===== config.mk =====
export PLATFORM = sky130hd
export DESIGN_NAME = rcr_reset_cause_recorder
export DESIGN_NICKNAME = d
export VERILOG_FILES = /design/src/rtl/rcr_clock_loss_detector.v /design/src/rtl/rcr_reset_cause_recorder.v
export VERILOG_INCLUDE_DIRS = /design/src /design/src/rtl
export SDC_FILE = /design/constraint.sdc
export NUM_CORES = 1
export LEC_CHECK = 0
export BUFFER_PORTS_ARGS = -buffer_cell sky130_fd_sc_hd__buf_2
export CORE_MARGIN = 2
export CORE_UTILIZATION = 38
export CTS_CLUSTER_DIAMETER = 200
export DETAILED_ROUTE_END_ITERATION = 12
export SYNTH_ARGS = -nofsm -noshare
export SYNTH_HDL_FRONTEND = slang
export SYNTH_SLANG_ARGS = --single-unit

===== constraint.sdc =====
create_clock -name clk_i -period 5.1 [get_ports clk_i]
set_input_delay 1.02 -clock clk_i [delete_from_list [all_inputs] [get_ports clk_i]]
set_output_delay 1.02 -clock clk_i [all_outputs]
set_load 0.1 [all_outputs]

===== src/rtl/rcr_consts.vh =====
`ifndef RCR_CONSTS_VH
`define RCR_CONSTS_VH

// ----------------------------------------------------------------
// register location
// ----------------------------------------------------------------
`define RCR_SFR_ADDR 8'hEF
`define RCR_SFR_PAGE 8'h00

// ----------------------------------------------------------------
// bit positions of the reset cause and enable register
// ----------------------------------------------------------------
`define RCR_BIT_RTC 7
`define RCR_BIT_FLASH 6
`define RCR_BIT_CMP 5
`define RCR_BIT_SW 4
`define RCR_BIT_WDT 3
`define RCR_BIT_MCD 2
`define RCR_BIT_POR 1
`define RCR_BIT_PIN 0

// ----------------------------------------------------------------
// reset values after power-on
// ----------------------------------------------------------------
`define RCR_CAUSE_POR_VAL 8'h02
`define RCR_RTC_EN_RST 1'b0
`define RCR_CMP_EN_RST 1'b0
`define RCR_MCD_EN_RST 1'b0
`define RCR_SUPPLY_EN_RST 1'b1

// ----------------------------------------------------------------
// timing
// ----------------------------------------------------------------
`define RCR_CLK_PERIOD_NS 50
`define RCR_MCD_TIME_US 100
// 100 us in 50 ns clock cycles, sized to the detector's 12-bit counter
`define RCR_MCD_CYCLES 12'h7D0
`define RCR_HOLD_CYCLES 8'h10

`endif


===== src/rtl/rcr_clock_loss_detector.v =====
`timescale 1ns/100ps

`include "rcr_consts.vh"

module rcr_clock_loss_detector
#(
	parameter CNT_W = 12,
	parameter [CNT_W-1:0] LIMIT = `RCR_MCD_CYCLES
)
(
	// clock and reset
	input wire clk_i,
	input wire rst_b_i,
	// control
	input wire enable_i,
	// monitored clock, sampled as a level
	input wire mon_clk_i,
	// stuck clock seen
	output reg timeout_o
);

	reg mon_prev;
	reg [CNT_W-1:0] cnt;

	// ----------------------------------------------------------------
	// stuck-level timer
	// ----------------------------------------------------------------
	// any edge of the monitored clock restarts the one-shot
	always @(posedge clk_i or negedge rst_b_i)
	begin
		if (!rst_b_i)
		begin
			mon_prev <= 1'b0;
			cnt <= {CNT_W{1'b0}};
			timeout_o <= 1'b0;
		end
		else
		begin
			mon_prev <= mon_clk_i;
			if (!enable_i || mon_clk_i != mon_prev)
			begin
				cnt <= {CNT_W{1'b0}};
				timeout_o <= 1'b0;
			end
			else if (cnt >= LIMIT)
				timeout_o <= 1'b1;
			else
				cnt <= cnt + {{(CNT_W-1){1'b0}}, 1'b1};
		end
	end

endmodule


===== src/rtl/rcr_reset_cause_recorder.v =====
// Notes on behaviour
// - bit 7: rtc source enable, rtc cause flag
// - bit 6: read-only flash error cause flag
// - bit 5: comparator enable, comparator cause flag
// - bit 4 write one forces reset, flags it
// - bit 3: read-only watchdog overflow cause flag
// - bit 2: clock loss enable and flag
// - bit 1: supply enable; power-on or supply flag
// - power-on flag set: other bits read zero
// - bit 0: read-only external pin cause flag
// - read-modify-write rewrites cause no side effects
// - register at address 0xEF, page 0
// - clock stuck over 100 us resets
// - clock loss off in low power, restored
`timescale 1ns/100ps

`include "rcr_consts.vh"

module rcr_reset_cause_recorder
#(
	parameter HOLD_W = 8,
	parameter [HOLD_W-1:0] HOLD_CYCLES = `RCR_HOLD_CYCLES,
	parameter MCD_W = 12,
	parameter [MCD_W-1:0] MCD_CYCLES = `RCR_MCD_CYCLES
)
(
	// clock and power-on reset
	input wire clk_i,
	input wire rst_b_i,
	// special-function register port
	input wire [7:0] sfr_addr_i,
	input wire [7:0] sfr_page_i,
	input wire sfr_wr_i,
	input wire sfr_rd_i,
	input wire sfr_rmw_i,
	input wire [7:0] sfr_wdata_i,
	output reg [7:0] sfr_rdata_o,
	// reset sources
	input wire ext_pin_reset_b_i,
	input wire supply_low_i,
	input wire mon_clk_i,
	input wire low_power_i,
	input wire watchdog_overflow_i,
	input wire flash_error_i,
	input wire comparator_out_i,
	input wire rtc_event_i,
	// system reset and enables
	output reg sys_reset_b_o,
	output wire rtc_reset_enable_o,
	output wire comparator_reset_enable_o,
	output wire clock_loss_enable_o,
	output wire supply_reset_enable_o
);

	localparam ST_RUN = 1'b0;
	localparam ST_HOLD = 1'b1;

	reg state;
	reg next_state;
	reg [HOLD_W-1:0] hold_cnt;
	reg [HOLD_W-1:0] next_hold_cnt;
	reg [7:0] cause;
	reg [7:0] pending;
	reg [7:0] next_pending;
	reg rtc_reset_enable_flag;
	reg comparator_reset_enable_flag;
	reg clock_loss_reset_enable_flag;
	reg supply_reset_enable;
	wire sel;
	wire wr_hit;
	wire clock_loss_timeout;
	wire clock_loss_active;
	wire [7:0] req;
	wire any_req;
	wire pin_held;
	wire [7:0] flag_view;
	wire [7:0] rmw_view;

	// ----------------------------------------------------------------
	// register decode
	// ----------------------------------------------------------------
	assign sel = (sfr_addr_i == `RCR_SFR_ADDR) &&
		(sfr_page_i == `RCR_SFR_PAGE);
	assign wr_hit = sfr_wr_i && sel && (state == ST_RUN);

	// ----------------------------------------------------------------
	// clock loss detector
	// ----------------------------------------------------------------
	// disabling in low power leaves the enable bit untouched, so the
	// previous setting comes back by itself on wake-up
	assign clock_loss_active = clock_loss_reset_enable_flag &&
		!low_power_i;

	rcr_clock_loss_detector
	#(
		.CNT_W(MCD_W),
		.LIMIT(MCD_CYCLES)
	)
	u_clock_loss_detector
	(
		.clk_i(clk_i),
		.rst_b_i(rst_b_i),
		.enable_i(clock_loss_active),
		.mon_clk_i(mon_clk_i),
		.timeout_o(clock_loss_timeout)
	);

	// ----------------------------------------------------------------
	// reset requests, one per cause bit
	// ----------------------------------------------------------------
	assign pin_held = !ext_pin_reset_b_i;
	assign req[`RCR_BIT_RTC] = rtc_reset_enable_flag && rtc_event_i;
	assign req[`RCR_BIT_FLASH] = flash_error_i;
	// comparator reset is active low on its output
	assign req[`RCR_BIT_CMP] = comparator_reset_enable_flag &&
		!comparator_out_i;
	assign req[`RCR_BIT_SW] = wr_hit && sfr_wdata_i[`RCR_BIT_SW];
	assign req[`RCR_BIT_WDT] = watchdog_overflow_i;
	assign req[`RCR_BIT_MCD] = clock_loss_timeout;
	assign req[`RCR_BIT_POR] = supply_reset_enable && supply_low_i;
	assign req[`RCR_BIT_PIN] = pin_held;
	assign any_req = |req;

	// ----------------------------------------------------------------
	// reset sequencer
	// ----------------------------------------------------------------
	// causes arriving during the hold are merged, so a second source is still
	// reported unless the power-on flag is set; the hold stretches while the pin or supply request remains
	always @*
	begin
		next_state = state;
		next_hold_cnt = hold_cnt;
		next_pending = pending;
		case (state)
			ST_RUN:
			begin
				if (any_req)
				begin
					next_state = ST_HOLD;
					next_hold_cnt = HOLD_CYCLES;
					next_pending = req;
				end
			end
			ST_HOLD:
			begin
				next_pending = pending | req;
				if (hold_cnt != {HOLD_W{1'b0}})
					next_hold_cnt = hold_cnt - {{(HOLD_W-1){1'b0}}, 1'b1};
				else if (!pin_held && !req[`RCR_BIT_POR])
					next_state = ST_RUN;
			end
			default:
			begin
				next_state = ST_HOLD;
				next_hold_cnt = HOLD_CYCLES;
			end
		endcase
	end

	always @(posedge clk_i or negedge rst_b_i)
	begin
		if (!rst_b_i)
		begin
			state <= ST_HOLD;
			hold_cnt <= HOLD_CYCLES;
			pending <= `RCR_CAUSE_POR_VAL;
			cause <= `RCR_CAUSE_POR_VAL;
			sys_reset_b_o <= 1'b0;
		end
		else
		begin
			state <= next_state;
			hold_cnt <= next_hold_cnt;
			pending <= next_pending;
			sys_reset_b_o <= (next_state == ST_RUN);
			if (state == ST_HOLD && next_state == ST_RUN)
			begin
				// flags not in pending read zero after release
				cause <= pending;
				if (pending[`RCR_BIT_POR])
					cause <= `RCR_CAUSE_POR_VAL;
			end
		end
	end

	// ----------------------------------------------------------------
	// source enables
	// ----------------------------------------------------------------
	// only the power-on reset loads these (supply enable to one); system resets keep them
	always @(posedge clk_i or negedge rst_b_i)
	begin
		if (!rst_b_i)
		begin
			rtc_reset_enable_flag <= `RCR_RTC_EN_RST;
			comparator_reset_enable_flag <= `RCR_CMP_EN_RST;
			clock_loss_reset_enable_flag <= `RCR_MCD_EN_RST;
			supply_reset_enable <= `RCR_SUPPLY_EN_RST;
		end
		else if (wr_hit)
		begin
			rtc_reset_enable_flag <= sfr_wdata_i[`RCR_BIT_RTC];
			comparator_reset_enable_flag <= sfr_wdata_i[`RCR_BIT_CMP];
			clock_loss_reset_enable_flag <= sfr_wdata_i[`RCR_BIT_MCD];
			// an early enable may reset at once; software guards it
			supply_reset_enable <= sfr_wdata_i[`RCR_BIT_POR];
		end
	end

	assign rtc_reset_enable_o = rtc_reset_enable_flag;
	assign comparator_reset_enable_o = comparator_reset_enable_flag;
	assign clock_loss_enable_o = clock_loss_active;
	assign supply_reset_enable_o = supply_reset_enable;

	// ----------------------------------------------------------------
	// read path
	// ----------------------------------------------------------------
	assign flag_view = cause;
	// a read-modify-write sees the enables and a zero force bit, so
	// writing the value back neither flips an enable nor resets
	assign rmw_view = {rtc_reset_enable_flag, 1'b0,
		comparator_reset_enable_flag, 1'b0, 1'b0,
		clock_loss_reset_enable_flag, supply_reset_enable,
		1'b0};

	always @(posedge clk_i or negedge rst_b_i)
	begin
		if (!rst_b_i)
			sfr_rdata_o <= 8'h00;
		else if (sfr_rd_i && sel)
			sfr_rdata_o <= sfr_rmw_i ? rmw_view : flag_view;
	end

endmodule


======== Word-level counts from Yosys, hierarchy flattened ========
Index checks and enable logic that the tools add are counted.
Widths: inputs -> output; s select.
operators by class
  $add $sub $neg .......................... 2
  magnitude comparators ................... 1
  equal/unequal tests ..................... 5
  muxes and demuxes ....................... 15
  bitwise gates (word level) .............. 3
  reduce and logical (&&, ||, !) cells .... 22
operators by type and width
  kind                   number
  $mux 8                 5
  $pmux 8 s2             2
  $mux 12                2
  $add 12x1->12 const B  1
  $ge 12x11->1 const B   1
  $logic_and 1x1->1      11
  $eq 8x8->1 const B     1
  $logic_not 8->1        1
  $or 8x8->8             1
  $reduce_bool 8->1      1
  $reduce_or 8->1        1
  $sub 8x1->8 const B    1
  $logic_not 1->1        5
  $mux 1                 5
  $ne 2x1->1 const B     2
  $ne 2x2->1 const B     1
  $not 1->1              2
  $pmux 1 s2             1
  $reduce_and 2->1       1
  $reduce_bool 2->1      1
  $logic_or 1x1->1       1
  $ne 1x1->1             1
word-level totals
  bits in registers ....................... 52
  bits of input ports ..................... 37
  output and inout bits ................... 13

======== Longest topological paths before layout ========
  depth in word-level cells ............... 10
  depth in mapped cells ................... 7

======== Cells and area by module ========
Synthesis repeated with hierarchy kept, for this count alone.
unflattened totals
  cells, all modules ...................... 226
  area total of the unflattened synthesis .. 2524.9 µm²
modules (own cells, without submodules)
  module                    times used  cells an instance  area each (µm²)  sequential area each (µm²)
  rcr_reset_cause_recorder  1           159                1835.5           957.2
  rcr_clock_loss_detector   1           67                 689.4            350.3

======== Least setup slack after synthesis ========
OpenSTA, ideal clock, no wires.
  path kind ............................... input -> output
  start ................................... in low_power_i
  end ..................................... out clock_loss_enable_o
  data arrival time ....................... 2.386 ns
  required time ........................... 4.080 ns
  setup slack ............................. 1.694 ns
  stages on the path ...................... 1
  buffers on the path ..................... 0
  path through ............................ nor2b_1
between the ends
  word-level cells in the longest chain between the ends .. 2
ends and longest elaborated chain
  item                RTL line                       text
  start: declaration  rcr_reset_cause_recorder.v:42  input wire low_power_i,
  $logic_not 1->1     rcr_reset_cause_recorder.v:92  !low_power_i;
  $logic_and 1x1->1   rcr_reset_cause_recorder.v:91  assign clock_loss_active = clock_loss_reset_enable_flag &&
  end: declaration    rcr_reset_cause_recorder.v:51  output wire clock_loss_enable_o,
Every way passes these cells.

======== Worst setup path after layout ========
Ends and elaborated chain as after synthesis.

==> flow_summary.ini <==
[die]
start_util_pct = 39.0
num_io_pins = 50
row_count = 30
core_um2 = 6720
fp.dieH_um = 87.1
die_w_um = 87.1
die-area_um2 = 7580

[logic_synthesis]
synth_area_um2 = 2620
synth_cells = 245
synth_edf_count = 0
ys_ff_latch = 52
avgSynthCellArea_um2 = 10.7
ys_seq_area_share_pct = 49.9
ys_types = 55
ys.flop_type = dfrtp_1
yosysWarnings = 0
synthArstFlopShare_pct = 100
synth_nets = 285

[pwr]
leakage_nw = 1.36
powerDensity_nw_per_um2 = 225
p_total_w = 0.000677
power.switching_w = 0.000154
clockPowerShare_pct = 34.2
seqPwrFrac_pct = 61.1
internal-power_w = 0.000523
pwr-share-comb_pct = 4.6
ir_drop_mv = 0.0937
swShare_pct = 22.7

[routing]
drc_errors = 0
routed_via_density = 5.32
drt_first_pass_iters = 4
wl_per_cell_um = 14.1
dr_total_vias = 1986
ant_nets = 0
wirelength_mm = 5.26
drt_iter0_markers = 59

[placed_design]
dpl.hpwl_mm = 3.78
port_buffers = 46
placed_cells = 364
gp_congestion = 0.778
pre_cts_slack_ns = 2.35

[finish]
drive_gt1_share_pct = 28.8
final_nets = 331
finalNonFillerCells = 373
area_delta_synth_final_pct = 14.7

[critical_path]
crit_path_end_kind = output pin
critPathLaunch = low_power_i
startpoint_type = primary input
worstPathArrival_ns = 1.71
required_ns = 4.08
reg2reg_from = supply_reset_enable_o
crit_type = in2out
path_max_fanout = 2

[clocking]
clk_path_buf_depth = 2
cts_resized = 0
cts.htree.levels = 2
path_clk_slew_ns = 0.09
hold_buffers = 0
cts_setup_buffers = 0
root_buffer = clkbuf_8
clk_latency_ns = 0.30
clock-sinks = 52
cts_tree = built
numCtsBuffers = 5

[timing]
finalCritPeriodShare_pct = 53.6
timing.hold.ws_ns = 0.482
worst_pin_slew_ns = 0.690
clock.fmax_ghz = 0.366
skew_ns = 0.00556
setup_ws_ns = 2.37
rsz0062_at_grt = false
tns_ns = 0
fin_crit_ns = 2.73
max-slew-margin-rel_pct = 53.8
finalSetupViolations = 0
drv_slew = 0
hold_viol_final = 0

[grt]
grt_start_max_net_pins = 53
grtUsageTotal_pct = 15.1
antenna_found_initial = 1
grt_pass1_wl_mm = 9.03
grt_overflow = 0
grt_pass1_vias = 1911

[min_path]
hold_start = cause[5]
hold_path.class = reg2reg

[flow_run]
maxCapViolCount = 0

[outcome]
status = finished, final reports clean
[cell type report]
cell class	count	area (µm²)
multi-input cells	172	1220
diodes	1	2.50
flip-flops and latches	52	1310
well taps	80	100
clock buffers	5	68.8
inverters	13	48.8
repair buffers	47	238
clock inverters	3	18.8
fillers	641	3710
[flip-flops by register name, indices dropped and copies added, names as in the netlist]
signal,cells
pending,8
supply_reset_enable_o,1
cause,8
sys_reset_b_o,1
state,1
u_clock_loss_detector.mon_prev,1
hold_cnt,8
sfr_rdata_o,8
u_clock_loss_detector.timeout_o,1
clock_loss_reset_enable_flag,1
comparator_reset_enable_o,1
u_clock_loss_detector.cnt,12
rtc_reset_enable_o,1
[power groups by stage]
stage          registers [W]   logic (W)  clock network (W)
2_1_floorplan       0.000421  0.00000846                  0
3_3_place_gp        0.000422   0.0000320                  0
3_5_place_dp        0.000422   0.0000324                  0
4_1_cts             0.000414   0.0000326           0.000242
5_1_grt             0.000414   0.0000355           0.000260
6_report            0.000414   0.0000313           0.000232
[synth_stat cells, drive strengths merged (3+ instances only)]
cell,instances,area share (%)
ha,3,1.4
nand2b,11,2.6
o211ai,9,2.6
nand4,6,2.2
nand2,21,3.0
a21oi,7,1.3
clkbuf,3,0.43
nor4,3,1.5
inv,13,1.9
nor2,14,2.0
xor2,6,2.0
mux2,13,6.2
buf,5,1.2
nand3,3,0.57
o21ai,30,5.7
dfstp,5,5.0
o2111ai,5,1.9
nor2b,4,0.95
dfrtp,47,45
[layout by cell type (no fill, tap or decap), drive strengths merged, types with 2 or more instances in the layout]
cell type / n
a21oi: 7
a22oi: 2
a31oi: 2
and2: 2
and4: 2
and4b: 2
buf: 47
clkbuf: 5
clkinv: 3
dfrtp: 47
dfstp: 5
ha: 3
inv: 13
mux2: 13
mux2i: 2
nand2: 21
nand2b: 11
nand3: 3
nand4: 6
nor2: 14
nor2b: 4
nor3: 2
nor4: 3
nor4b: 2
o2111ai: 5
o211ai: 9
o21ai: 30
or2: 2
or3: 2
or4: 2
xnor2: 2
xor2: 6
[critical path, cell delays in order]
cell,delay (ns)
buf_2,0.10
nor2b_1,0.14
buf_2,0.45
[kinds of logic (layout without fill, tap and decap cells)]
group / Yosys count / after routing / share of synthesized area (%)
fa+ha+maj: 3 / 3 / 1.43
compound gates: 63 / 63 / 14.9
simple gates: 83 / 83 / 20.6
other cells: 0 / 1 / 0
flops: 52 / 52 / 49.9
xor+xnor: 8 / 8 / 2.67
mux: 15 / 15 / 6.92
buf+inv: 21 / 68 / 3.53
[stage by stage]
| step | utilization [%] | cell area (µm²) |
|---|---|---|
| 6_report | 44.7 | 3010 |
| 5_1_grt | 44.7 | 3000 |
| 4_1_cts | 44.7 | 3000 |
| 3_5_place_dp | 43.4 | 2920 |
| 3_3_place_gp | 43.4 | 2920 |
| 2_1_floorplan | - | 2620 |
[layer usage]
metal | GRT usage, % | wire length, µm | vias to the layer above
met5 | 0 | 0 | -
met4 | 4.40 | 90 | 0
met1 | 19.4 | 2460 | 962
met3 | 3.79 | 238 | 9
li1 | - | - | 975
met2 | 25.1 | 2470 | 40
[final timing paths]
path,depth (start not counted),to,slack (ns)
setup / recovery,3,clock_loss_enable_o,2.37
min in group asynchronous,2,hold_cnt[5],0.82
setup reg to reg,4,hold_cnt[5],3.07
max in group asynchronous,2,u_clock_loss_detector.cnt[4],3.85
hold reg to reg,2,cause[5],0.48
hold / removal,2,cause[5],0.48
Note: power is estimated with default switching activity, not from simulation.
